## src/ipas_pkg.sv

```systemverilog
// Package: constants and types for the index pointer autostep unit
package ipas_pkg;
  // Register offsets
  localparam logic [15:0] IPAS_PORT_A_OFS = 16'h0010;
  localparam logic [15:0] IPAS_PORT_B_OFS = 16'h0016;
  localparam logic [15:0] IPAS_PTR_A_OFS = 16'h1fc0;
  localparam logic [15:0] IPAS_PTR_B_OFS = 16'h1fc4;
  localparam logic [15:0] IPAS_STEP_A_OFS = 16'h1fc3;
  localparam logic [15:0] IPAS_STEP_B_OFS = 16'h1fc7;
  localparam logic [7:0] IPAS_WINDOW_SEL = 8'h7e;
  // Field positions in a step-control byte
  localparam int IPAS_STEP_DIR_BIT = 4;
  localparam int IPAS_STEP_AMT_W = 4;
  localparam logic [23:0] IPAS_WORD_BYTES = 24'h00_0002;
  localparam logic [4:0] IPAS_STEP_RESET = 5'h00;
  localparam logic [23:0] IPAS_PTR_RESET = 24'h00_0000;

  typedef enum logic [1:0] {
    IPAS_SIZE_BYTE,
    IPAS_SIZE_WORD,
    IPAS_SIZE_NONE
  } ipas_size_t;

  // Register access from the core
  typedef struct packed {
    logic rd;
    logic wr;
    logic byte_op;
    logic [15:0] addr;
    logic [15:0] wdata;
  } ipas_reg_req_t;

  // Operand-fetch request for one instruction
  typedef struct packed {
    logic end_instr;
    logic use_a;
    logic use_b;
    logic rotate;
  } ipas_instr_t;

  // Memory request issued on behalf of a reference port
  typedef struct packed {
    logic rd;
    logic wr;
    logic [23:0] addr;
    logic [15:0] wdata;
  } ipas_mem_req_t;
endpackage : ipas_pkg

```

## src/ipas_unit.sv

```systemverilog
// Index pointer autostep unit: pointers, step bytes and reference ports
//
// Overview of operation
// - Pointers hold 24-bit byte addresses, 16-Mbyte reach
// - Pointer A addresses first source or destination
// - Pointer B addresses second source only
// - Step byte bumps pointer by 0 to 15
// - 3H up 3, 1EH down 14, 12H down 2
// - One step per instruction, at its end
// - Same pointer used twice: old address, one step
// - Port A source/destination, port B source only
// - Port access goes to memory at pointer
// - Each port access moves one 16-bit word
// - Repeat steps pointers on every iteration
// - Rotate variant writes second source one word up
`timescale 1ns/1ns
`default_nettype none
module ipas_unit (
  // Clock and reset
  input wire logic ref_clk,
  input wire logic reset,
  // Register access from the core; window select gates pointer and step registers, not ports
  input wire logic [7:0] window_select_reg,
  input wire ipas_pkg::ipas_reg_req_t reg_req,
  output logic [15:0] reg_rdata,
  output logic reg_hit,
  // Instruction sequencing from the core
  input wire ipas_pkg::ipas_instr_t instr,
  // Memory side of the reference ports
  input wire logic [15:0] mem_rdata,
  output ipas_pkg::ipas_mem_req_t mem_req,
  // Pointer view for the operand fetch logic
  output logic [23:0] ptr_a_out,
  output logic [23:0] ptr_b_out
);
  // ==========================================================
  // State
  logic [23:0] ptr_a_reg;
  logic [23:0] ptr_a_next;
  logic [23:0] ptr_b_reg;
  logic [23:0] ptr_b_next;
  logic [4:0] step_a_reg;
  logic [4:0] step_b_reg;
  logic [15:0] rdata_reg;
  logic hit_reg;
  ipas_pkg::ipas_mem_req_t mem_reg;
  logic [15:0] rot_word_reg;
  logic rot_pend_reg;
  logic [23:0] rot_addr_reg;

  // ==========================================================
  // Decode
  wire logic win_ok = (window_select_reg == ipas_pkg::IPAS_WINDOW_SEL);
  wire logic acc = reg_req.rd | reg_req.wr;
  wire logic [15:0] a = reg_req.addr;
  wire logic sel_pa_lo = win_ok && a == ipas_pkg::IPAS_PTR_A_OFS;
  wire logic sel_pa_hi = win_ok && a == ipas_pkg::IPAS_PTR_A_OFS + 16'h0002;
  wire logic sel_pb_lo = win_ok && a == ipas_pkg::IPAS_PTR_B_OFS;
  wire logic sel_pb_hi = win_ok && a == ipas_pkg::IPAS_PTR_B_OFS + 16'h0002;
  wire logic sel_sa = win_ok && a == ipas_pkg::IPAS_STEP_A_OFS;
  wire logic sel_sb = win_ok && a == ipas_pkg::IPAS_STEP_B_OFS;
  wire logic sel_xa = a == ipas_pkg::IPAS_PORT_A_OFS;
  wire logic sel_xb = a == ipas_pkg::IPAS_PORT_B_OFS;
  // Port B is read-only; a write to it is ignored
  wire logic xb_rd = sel_xb && reg_req.rd;
  wire logic xa_rd = sel_xa && reg_req.rd;
  wire logic xa_wr = sel_xa && reg_req.wr;
  wire logic any_sel = sel_pa_lo | sel_pa_hi | sel_pb_lo | sel_pb_hi | sel_sa | sel_sb
                     | sel_xa | sel_xb;

  // ==========================================================
  // Write strobes and memory activity
  wire logic pa_wr_en = reg_req.wr && (sel_pa_lo || sel_pa_hi);
  wire logic pb_wr_en = reg_req.wr && (sel_pb_lo || sel_pb_hi);
  wire logic sa_wr_en = reg_req.wr && sel_sa;
  wire logic sb_wr_en = reg_req.wr && sel_sb;
  wire logic mem_busy = xa_wr | xa_rd | xb_rd;

  // Step arithmetic: amount in low nibble, bit 4 picks decrement
  function automatic logic [23:0] ipas_step(input logic [23:0] p, input logic [4:0] c);
    logic [23:0] amt;
    amt = {20'h0_0000, c[ipas_pkg::IPAS_STEP_AMT_W-1:0]};
    return c[ipas_pkg::IPAS_STEP_DIR_BIT] ? p - amt : p + amt;
  endfunction : ipas_step

  // Low word and upper byte written separately
  wire logic [23:0] pa_wr = sel_pa_lo ? {ptr_a_reg[23:16], reg_req.wdata}
                          : {reg_req.wdata[7:0], ptr_a_reg[15:0]};
  wire logic [23:0] pb_wr = sel_pb_lo ? {ptr_b_reg[23:16], reg_req.wdata}
                          : {reg_req.wdata[7:0], ptr_b_reg[15:0]};
  wire logic step_now = instr.end_instr;
  wire logic pa_step_en = step_now && instr.use_a;
  wire logic pb_step_en = step_now && instr.use_b;
  // Software write wins over the end-of-instruction step
  assign ptr_a_next = pa_wr_en ? pa_wr
                    : pa_step_en ? ipas_step(ptr_a_reg, step_a_reg)
                    : ptr_a_reg;
  assign ptr_b_next = pb_wr_en ? pb_wr
                    : pb_step_en ? ipas_step(ptr_b_reg, step_b_reg)
                    : ptr_b_reg;

  wire logic [15:0] rd_mux = sel_pa_lo ? ptr_a_reg[15:0]
                           : sel_pa_hi ? {8'h00, ptr_a_reg[23:16]}
                           : sel_pb_lo ? ptr_b_reg[15:0]
                           : sel_pb_hi ? {8'h00, ptr_b_reg[23:16]}
                           : sel_sa ? {11'h000, step_a_reg}
                           : sel_sb ? {11'h000, step_b_reg}
                           : (sel_xa || sel_xb) ? mem_rdata
                           : 16'h0000;

  // Rotate: capture second-source word, store it one word higher
  wire logic rot_cap = instr.rotate && xb_rd;
  wire logic [23:0] rot_addr = ptr_b_reg + ipas_pkg::IPAS_WORD_BYTES;

  // Memory request; pointers are not advanced until instruction end
  ipas_pkg::ipas_mem_req_t mem_next;
  always_comb begin
    mem_next = '0;
    if (xa_wr) begin
      mem_next.wr = 1'b1;
      mem_next.addr = ptr_a_reg;
      mem_next.wdata = reg_req.wdata;
    end else if (xa_rd) begin
      mem_next.rd = 1'b1;
      mem_next.addr = ptr_a_reg;
    end else if (xb_rd) begin
      mem_next.rd = 1'b1;
      mem_next.addr = ptr_b_reg;
    end else if (rot_pend_reg) begin
      mem_next.wr = 1'b1;
      mem_next.addr = rot_addr_reg;
      mem_next.wdata = rot_word_reg;
    end
  end

  // ==========================================================
  // Registers; pointers have no reset, software must load them
  always_ff @(posedge ref_clk) begin
    ptr_a_reg <= ptr_a_next;
  end

  always_ff @(posedge ref_clk) begin
    ptr_b_reg <= ptr_b_next;
  end

  // Step bytes clear to zero, so a pointer never moves by itself
  always_ff @(posedge ref_clk) begin
    if (reset) begin
      step_a_reg <= ipas_pkg::IPAS_STEP_RESET;
    end else if (sa_wr_en) begin
      step_a_reg <= reg_req.wdata[4:0];
    end
  end

  always_ff @(posedge ref_clk) begin
    if (reset) begin
      step_b_reg <= ipas_pkg::IPAS_STEP_RESET;
    end else if (sb_wr_en) begin
      step_b_reg <= reg_req.wdata[4:0];
    end
  end

  // Read data holds until the next read
  always_ff @(posedge ref_clk) begin
    if (reset) begin
      rdata_reg <= 16'h0000;
    end else if (reg_req.rd) begin
      rdata_reg <= rd_mux;
    end
  end

  always_ff @(posedge ref_clk) begin
    if (reset) begin
      hit_reg <= 1'b0;
      mem_reg <= '0;
    end else begin
      hit_reg <= acc && any_sel;
      mem_reg <= mem_next;
    end
  end

  // Address latched at capture: the pointer may step before write-back
  // Limitation: back-to-back rotate reads replace a pending write-back
  always_ff @(posedge ref_clk) begin
    if (reset) begin
      rot_word_reg <= 16'h0000;
      rot_addr_reg <= ipas_pkg::IPAS_PTR_RESET;
    end else if (rot_cap) begin
      rot_word_reg <= mem_rdata;
      rot_addr_reg <= rot_addr;
    end
  end

  // Write-back waits for a free memory cycle
  always_ff @(posedge ref_clk) begin
    if (reset) begin
      rot_pend_reg <= 1'b0;
    end else begin
      rot_pend_reg <= rot_cap | (rot_pend_reg & mem_busy);
    end
  end

  // Pointer outputs are registered copies; undefined until written
  logic [23:0] pa_out_reg;
  logic [23:0] pb_out_reg;
  always_ff @(posedge ref_clk) begin
    pa_out_reg <= ptr_a_next;
  end

  always_ff @(posedge ref_clk) begin
    pb_out_reg <= ptr_b_next;
  end

  assign reg_rdata = rdata_reg;
  assign reg_hit = hit_reg;
  assign mem_req = mem_reg;
  assign ptr_a_out = pa_out_reg;
  assign ptr_b_out = pb_out_reg;
endmodule : ipas_unit
`default_nettype wire

```

## config.mk

```make
export PLATFORM = sky130hd
export DESIGN_NAME = ipas_unit
export DESIGN_NICKNAME = d
export VERILOG_FILES = /design/src/ipas_pkg.sv /design/src/ipas_unit.sv
export SDC_FILE = /design/constraint.sdc
export NUM_CORES = 1
export LEC_CHECK = 0
export ABC_AREA = 1
export BUFFER_PORTS_ARGS = -buffer_cell sky130_fd_sc_hd__buf_2
export CAP_MARGIN = 5
export CORE_MARGIN = 1.5
export CORE_UTILIZATION = 49
export CTS_CLUSTER_DIAMETER = 30
export DETAILED_ROUTE_END_ITERATION = 7
export GPL_TIMING_DRIVEN = 0
export HOLD_SLACK_MARGIN = 0.05
export PLACE_DENSITY = 0.74
export SLEW_MARGIN = 20
export SYNTH_ARGS = -nofsm -noshare
export SYNTH_HDL_FRONTEND = slang
export SYNTH_SLANG_ARGS = --single-unit
```

## constraint.sdc

```tcl
create_clock -name ref_clk -period 3 [get_ports ref_clk]
set_input_delay 0.45 -clock ref_clk [delete_from_list [all_inputs] [get_ports ref_clk]]
set_output_delay 0.45 -clock ref_clk [all_outputs]
set_load 0.1 [all_outputs]
```

==> flow_summary.toml, run 1 <==
[critical_path]
end_kind = "flop"
critical_path_arrival_ps = 3090
required_ps = 3180
start_kind = "flop"
criticalPathCategory = "reg -> reg"
crit_fanout = 7

[logic_synthesis]
synthDominantCellAreaShare_pct = 21.48
synthMuxAreaShare_pct = 0
ys_top_cells_by_area = "dfxtp_1 21%, edfxtp_1 14%, nand2_1 12%, a21oi_1 7.1%, ha_1 6.5%"
synth_top_cell_by_area = "dfxtp_1"
syn-cell-area_um2 = 10250
synth_flop_cell = "dfxtp_1"
avgSynthCellArea_um2 = 7.206
ys_ff_latch = 158
synth_compound_area_share_pct = 20.78
synth_cells = 1423
synth.net_count = 1543
async_flop_share_pct = 0
synth-xor-area-share_pct = 3.588
synth.distinct_cells = 52
yosys_warnings = 0
synth_top_family_by_area = "simple AND/OR/NAND/NOR gates"
synth-edff-count = 48
synthAdderAreaFrac_pct = 6.858
synth_simple_gate_area_share_pct = 25.10
ys_seq_area_share_pct = 35.53

[detailed_routing]
finalWirelength_um = 40580
drt_iter0_drc = 1072
dr.pass1.iters = 6
drc = 0
ant_nets = 0
vias = 11290
avgViaCountPerCell = 5.936
wire_per_inst_um = 21.34

[place]
dpl.hpwl_um = 31930
pre_cts_ws_ps = -734.3
portBuffers = 169
gp_congestion = 0.9709

[die]
die_area_um2 = 21800
ios = 172
die_h_um = 147.7
core_area_um2 = 20360
initial_utilization_pct = 50.35
rows = 52
dieWidth_um = 147.7

[timing]
hold_viol_final = 0
slew_headroom_pct = 51.50
maxSlewViolCount = 0
worst_slew_pin_slew_ps = 725.8
setup_tns_ps = 0
rsz0062_at_grt = "true"
layout_worst_path_cycle_share_pct = 97.09
setup_slack_ps = 87.22
fin_worst_skew_ps = 13.25
setup_violations = 0
min_period_ps = 2913
clock.fmax_mhz = 343.3

[cts]
clock_sinks = 158
cts_tree = "yes"
cts_root_buf = "clkbuf_16"
h-tree-depth = 4
clk_pin_slew_ps = 70
cts-buffers-inserted = 17
cts_buffer_depth = 2
cts_hold_buffers = 0
clock_latency_ps = 440

[power_and_ir_drop]
p_total_mw = 5.558
irDropWorstVdd_uv = 339.4
power_density_nw_per_um2 = 446.4
power_leakage_nw = 5.443

[global_routing]
grt_use_total_pct = 36.84
gr-total-overflow = 0
grt_antenna_before_repair = 0
grt_max_degree = 17
grt_pass1_vias = 10561
grt_pass1_wl_um = 60100

[layout]
num-nets-final = 1739
drive_above_1_share_pct = 21.75
largest_reg_flops = 42
area_delta_synth_final_pct = 21.43
fillCellCount = 1922
post-route-util_pct = 61.14
antenna_cells = 0

[run]
drv_cap = 0

[min_path]
min_path_type = "in -> reg"

[outcome]
status = "finished clean"
## critical path: stages (launching register included)
cell and delay [ps]:
dfxtp_4 380, inv_1 90, ha_1 140, inv_1 40
or2_2 310, o21ai_4 150, buf_12 150, buf_6 100
ha_1 270, a21oi_1 230, o21ai_0 200, a21oi_1 160
nand3_1 140, o21ai_0 190, o21ai_0 110
## where the power goes
group,switching (mW),leakage (nW),internal (mW)
sequential,0.118,1.34,2.26
combinational,0.760,3.83,0.263
clock,1.02,0.278,1.14
total,1.89,5.44,3.66
## metal layers
layer  wire length, µm  global-route usage [%]  vias up
li1                  -                       -     5261
met1             15850                   46.39     5244
met2             18700                   59.58      652
met3              3940                   7.870      133
met4              2089                   18.75        0
met5                 0                       0        -
## synth_stat cells (3+ instances only)
master / n
o211ai_1: 33
nand4_1: 24
a21oi_1: 146
o21ai_0: 114
ha_1: 53
nor2_1: 101
nand2_1: 320
nand2_2: 5
inv_2: 9
o221ai_1: 14
inv_1: 153
xnor2_1: 16
nor2_4: 5
nor2_2: 6
dfxtp_1: 110
o22ai_1: 23
buf_4: 4
nand3_2: 4
nor3_1: 15
or2_2: 6
a21o_1: 3
a31oi_1: 10
o21ai_1: 12
a211oi_1: 4
o21bai_1: 6
edfxtp_1: 48
nand3b_1: 4
nor4_1: 4
xor2_1: 26
nand3_1: 78
clkbuf_1: 24
buf_2: 16
## metrics by stage
stage	hold WS (ps)	instance area, µm²	instances
after floorplan	429.4	10250	1423
after detailed placement	450.5	11440	1862
after global placement	442.8	11440	1862
final	266.3	12450	1902
after CTS	264.3	12170	1900
after global routing	276.5	12450	1902
## layout by cell type, fill, tap and decap left out, drive strengths merged, types with 6 or more instances in the layout
cell type,Yosys,layout
o21bai,6,6
inv,163,171
edfxtp,48,48
o211ai,34,34
or2,6,6
nand4,24,24
o22ai,23,23
o21ai,126,126
nand3,82,82
xor2,26,26
ha,53,53
a31oi,10,10
nor3,17,17
dfxtp,110,110
xnor2,16,16
a21oi,147,147
o221ai,14,14
buf,21,200
nand2,327,327
clkinv,2,6
nor2,114,114
clkbuf,24,40
## kinds of logic after synthesis
| family | Yosys count |
|---|---|
| XOR/XNOR | 42 |
| buffers and inverters | 210 |
| flip-flops | 158 |
| AND/OR/NAND/NOR | 583 |
| AO/OA/AOI/OAI | 375 |
| adder cells (fa/ha/maj) | 55 |
## worst paths after layout
path	start	end	slack, ps	cells after the start
worst max-delay path	step_b_reg[0]	ptr_b_out[19]	90	14
worst max register to register	step_b_reg[0]	ptr_b_out[19]	90	14
worst min register to register	rot_addr_reg[7]	rot_addr_reg[7]	460	2
worst min-delay path	reg_req[6]	mem_req[6]	270	3
## timing repair
action                     CTS  global route
pin swaps                    6             7
setup endpoints to repair   36            32
gates resized for setup     29            77
setup buffers                6             4
## area by class of cell
| cell class | instances | area (µm²) | share of cell area, % |
|---|---|---|---|
| Buffer | 43 | 203.9 | 1.638 |
| Clock buffer | 18 | 450.4 | 3.618 |
| Clock inverter | 14 | 121.4 | 0.9748 |
| Inverter | 165 | 623.1 | 5.005 |
| Multi-Input combinational cell | 1055 | 6108 | 49.06 |
| Sequential cell | 158 | 3652 | 29.33 |
| Tap cell | 270 | 337.8 | 2.713 |
| Timing Repair Buffer | 179 | 953.4 | 7.658 |
(Power assumes the default switching activity.)
==> run 2, diff against run 1 <==
ABC_AREA = unset   (was 1)
CORE_UTILIZATION = 40   (was 49)
PLACE_DENSITY = unset   (was 0.74)
clock period = 2.8 ns   (was 3 ns; I/O delays follow)
==> flow_summary.toml, run 2 <==
[critical_path]
reg2reg_slack_ps = -490
r2r_cells = 13
path_cells = "nor3_4, ha_4, mux2i_1, ha_1, o21a_1, o31a_1, o41ai_4, o22a_4, a31oi_4, a311oi_2, o21ba_1, mux2i_1, o211ai_1"
required_ps = 2960
crit_path_start = "step_a_reg[1]"
end_kind = "flop"
slowest_stage = "dfxtp_4"
path_common_cell = "mux2i_1"
crit_fanout = 4
reg2reg_to = "ptr_a_out[23]"
max_stage_delay_ps = 360
criticalPathCategory = "reg -> reg"
endpoint = "ptr_a_out[23]"
critical_path_arrival_ps = 3450
reg2reg_from = "step_a_reg[1]"
start_kind = "flop"

[timing]
min_period_ps = 3288
setup_slack_ps = -488.2
maxSlewViolCount = 0
fin_worst_skew_ps = 11.37
clock.fmax_mhz = 304.1
hold_viol_final = 0
layout_worst_path_cycle_share_pct = 117.4
slew_headroom_pct = 48.39
worst_slew_pin_slew_ps = 769.0
holdWs_ps = 256.1
setup_tns_ps = -4828
setup_violations = 26
rsz0062_at_grt = "true"

[layout]
multiInputGateArea_um2 = 6077
layout.cells.non_filler = 1651
seq_area_um2 = 3666
largest_reg_flops = 42
drive_above_1_share_pct = 28.85
num-nets-final = 1445
final_common_cell = "buf_2"
stdcell_area_um2 = 12330
area_delta_synth_final_pct = 30.99
layout_common_cells = "181 x buf_2, 143 x nand2_1, 131 x nor2_1"
fillCellCount = 2174
post-route-util_pct = 53.99
antenna_cells = 0

[cts]
cts_tree = "yes"
cts-buffers-inserted = 17
cts_hold_buffers = 0
clock_sinks = 158
cts_root_buf = "clkbuf_16"
h-tree-depth = 4
cts_buffer_depth = 2
clk_pin_slew_ps = 70
clock_latency_ps = 440

[logic_synthesis]
synthDominantCellAreaShare_pct = 23.39
synth_simple_gate_area_share_pct = 19.81
synth.net_count = 1218
async_flop_share_pct = 0
synth-xor-area-share_pct = 6.139
syn-cell-area_um2 = 9417
yosys_warnings = 0
ys_seq_area_share_pct = 38.69
ys_ff_latch = 158
yosys-top-cells-count = "144 x nand2_1, 134 x nor2_1, 110 x dfxtp_1, 64 x a21oi_1, 61 x o21ai_0"
synth_compound_area_share_pct = 21.88
ys_top_cells_by_area = "dfxtp_1 23%, edfxtp_1 15%, ha_1 7.0%, nand2_1 5.7%, nor2_1 5.3%"
synth-edff-count = 48
synthMuxAreaShare_pct = 2.232
yosys.cell_count.top_type = "nand2_1"
synthAdderAreaFrac_pct = 7.467
synth_top_cell_by_area = "dfxtp_1"
avgSynthCellArea_um2 = 8.576
synth_flop_cell = "dfxtp_1"
synth_cells = 1098
synth.distinct_cells = 73
synth_top_family_by_area = "compound AO/OA/AOI/OAI gates"

[detailed_routing]
drc = 0
drt_iter0_drc = 868
vias = 9559
dr.pass1.iters = 6
ant_nets = 0
wire_per_inst_um = 21.85
finalWirelength_um = 36070
avgViaCountPerCell = 5.790

[global_routing]
grt_pass1_vias = 8878
gr-total-overflow = 0
met2_usage_pct = 45.84
grt_use_total_pct = 29.14
grt_pass1_wl_um = 52180
grt_antenna_before_repair = 0
met3_usage_pct = 4.320
grt_max_degree = 17
grtUsageMet1_pct = 40.56
grt_busiest_layer = "met2"

[die]
dieWidth_um = 156.4
rows = 55
core_area_um2 = 22850
die_h_um = 156.4
initial_utilization_pct = 41.22
ios = 172
die_area_um2 = 24470

[place]
portBuffers = 167
dp_cells = 1578
placed_area_um2 = 10800
pre_cts_ws_ps = -895.0
gp_congestion = 0.9437
dpl.hpwl_um = 26930

[outcome]
status = "finished with violations"
violations = "setup timing"

[power_and_ir_drop]
irDropWorstVdd_uv = 310.3
power_density_nw_per_um2 = 508.9
power_leakage_nw = 4.742
p_total_mw = 6.277

[run]
drv_cap = 0

[min_path]
min_path_type = "in -> reg"
[run 2: cell types whose count changed after synthesis, sizes merged, moves of 24 or more]
cell / change
nand2: -183
inv: -141
o21ai: -57
a21oi: -83
nand3: -33
a311oi: +32
o211ai: -30
a211oi: +24
[run 2: critical path: cells and delay by family, from the launching register on]
family / cells / cell delay [ps]
adder cells (fa/ha/maj): 2 / 510
multiplexers: 2 / 330
AND/OR/NAND/NOR: 1 / 220
AO/OA/AOI/OAI: 8 / 1600
flip-flops: 1 / 360
[run 2: how the worst min path moves through the flow]
stage	from	endpoint	slack, ps	cells past startpoint
detailed placement	rot_word_reg[5]	rot_word_reg[5]	450	2
global placement	rot_word_reg[0]	rot_word_reg[0]	440	2
finish	mem_rdata[15]	rot_word_reg[15]	260	3
floorplan	rot_word_reg[0]	rot_word_reg[0]	440	2
global route	mem_rdata[15]	rot_word_reg[15]	260	3
CTS	mem_rdata[15]	rot_word_reg[15]	250	3
[run 2: cell families (layout without fill, tap and decap cells)]
group                      after synthesis  in the layout
and+or+nand+nor                        414            414
buffers and inverters                   83            323
xor gates and xnor gates                66             66
adders and majority gates               55             55
AOI/OAI and AO/OA                      301            301
muxes                                   21             21
DFF                                    158            158
[run 2: report_power, final]
| part | switching [mW] | total [mW] | internal [mW] |
|---|---|---|---|
| Clock | 1.00 | 2.46 | 1.46 |
| Sequential | 0.119 | 2.55 | 2.43 |
| Combinational | 0.857 | 1.26 | 0.403 |
[run 2: layout make-up]
cell class	count	area share, %
buffer	59	2.151
sequential	158	29.72
inverter	22	0.7304
timing repair buffer	210	9.830
clock buffer	23	4.392
tap	313	3.175
multi-input combinational	857	49.27
clock inverter	9	0.7304
[run 2: what timing repair did]
action / in CTS / in global routing
setup endpoints to repair: 52 / 47
endpoints found under the hold margin: 0 / 0
pin swaps: 43 / 36
gates resized for setup: 90 / 55
buffers inserted: 34 / 15
[run 2: metal layers]
layer	up-vias	wire [µm]
met5	-	0
li1	4444	-
met3	65	3195
met4	0	1084
met2	456	16350
met1	4594	15440
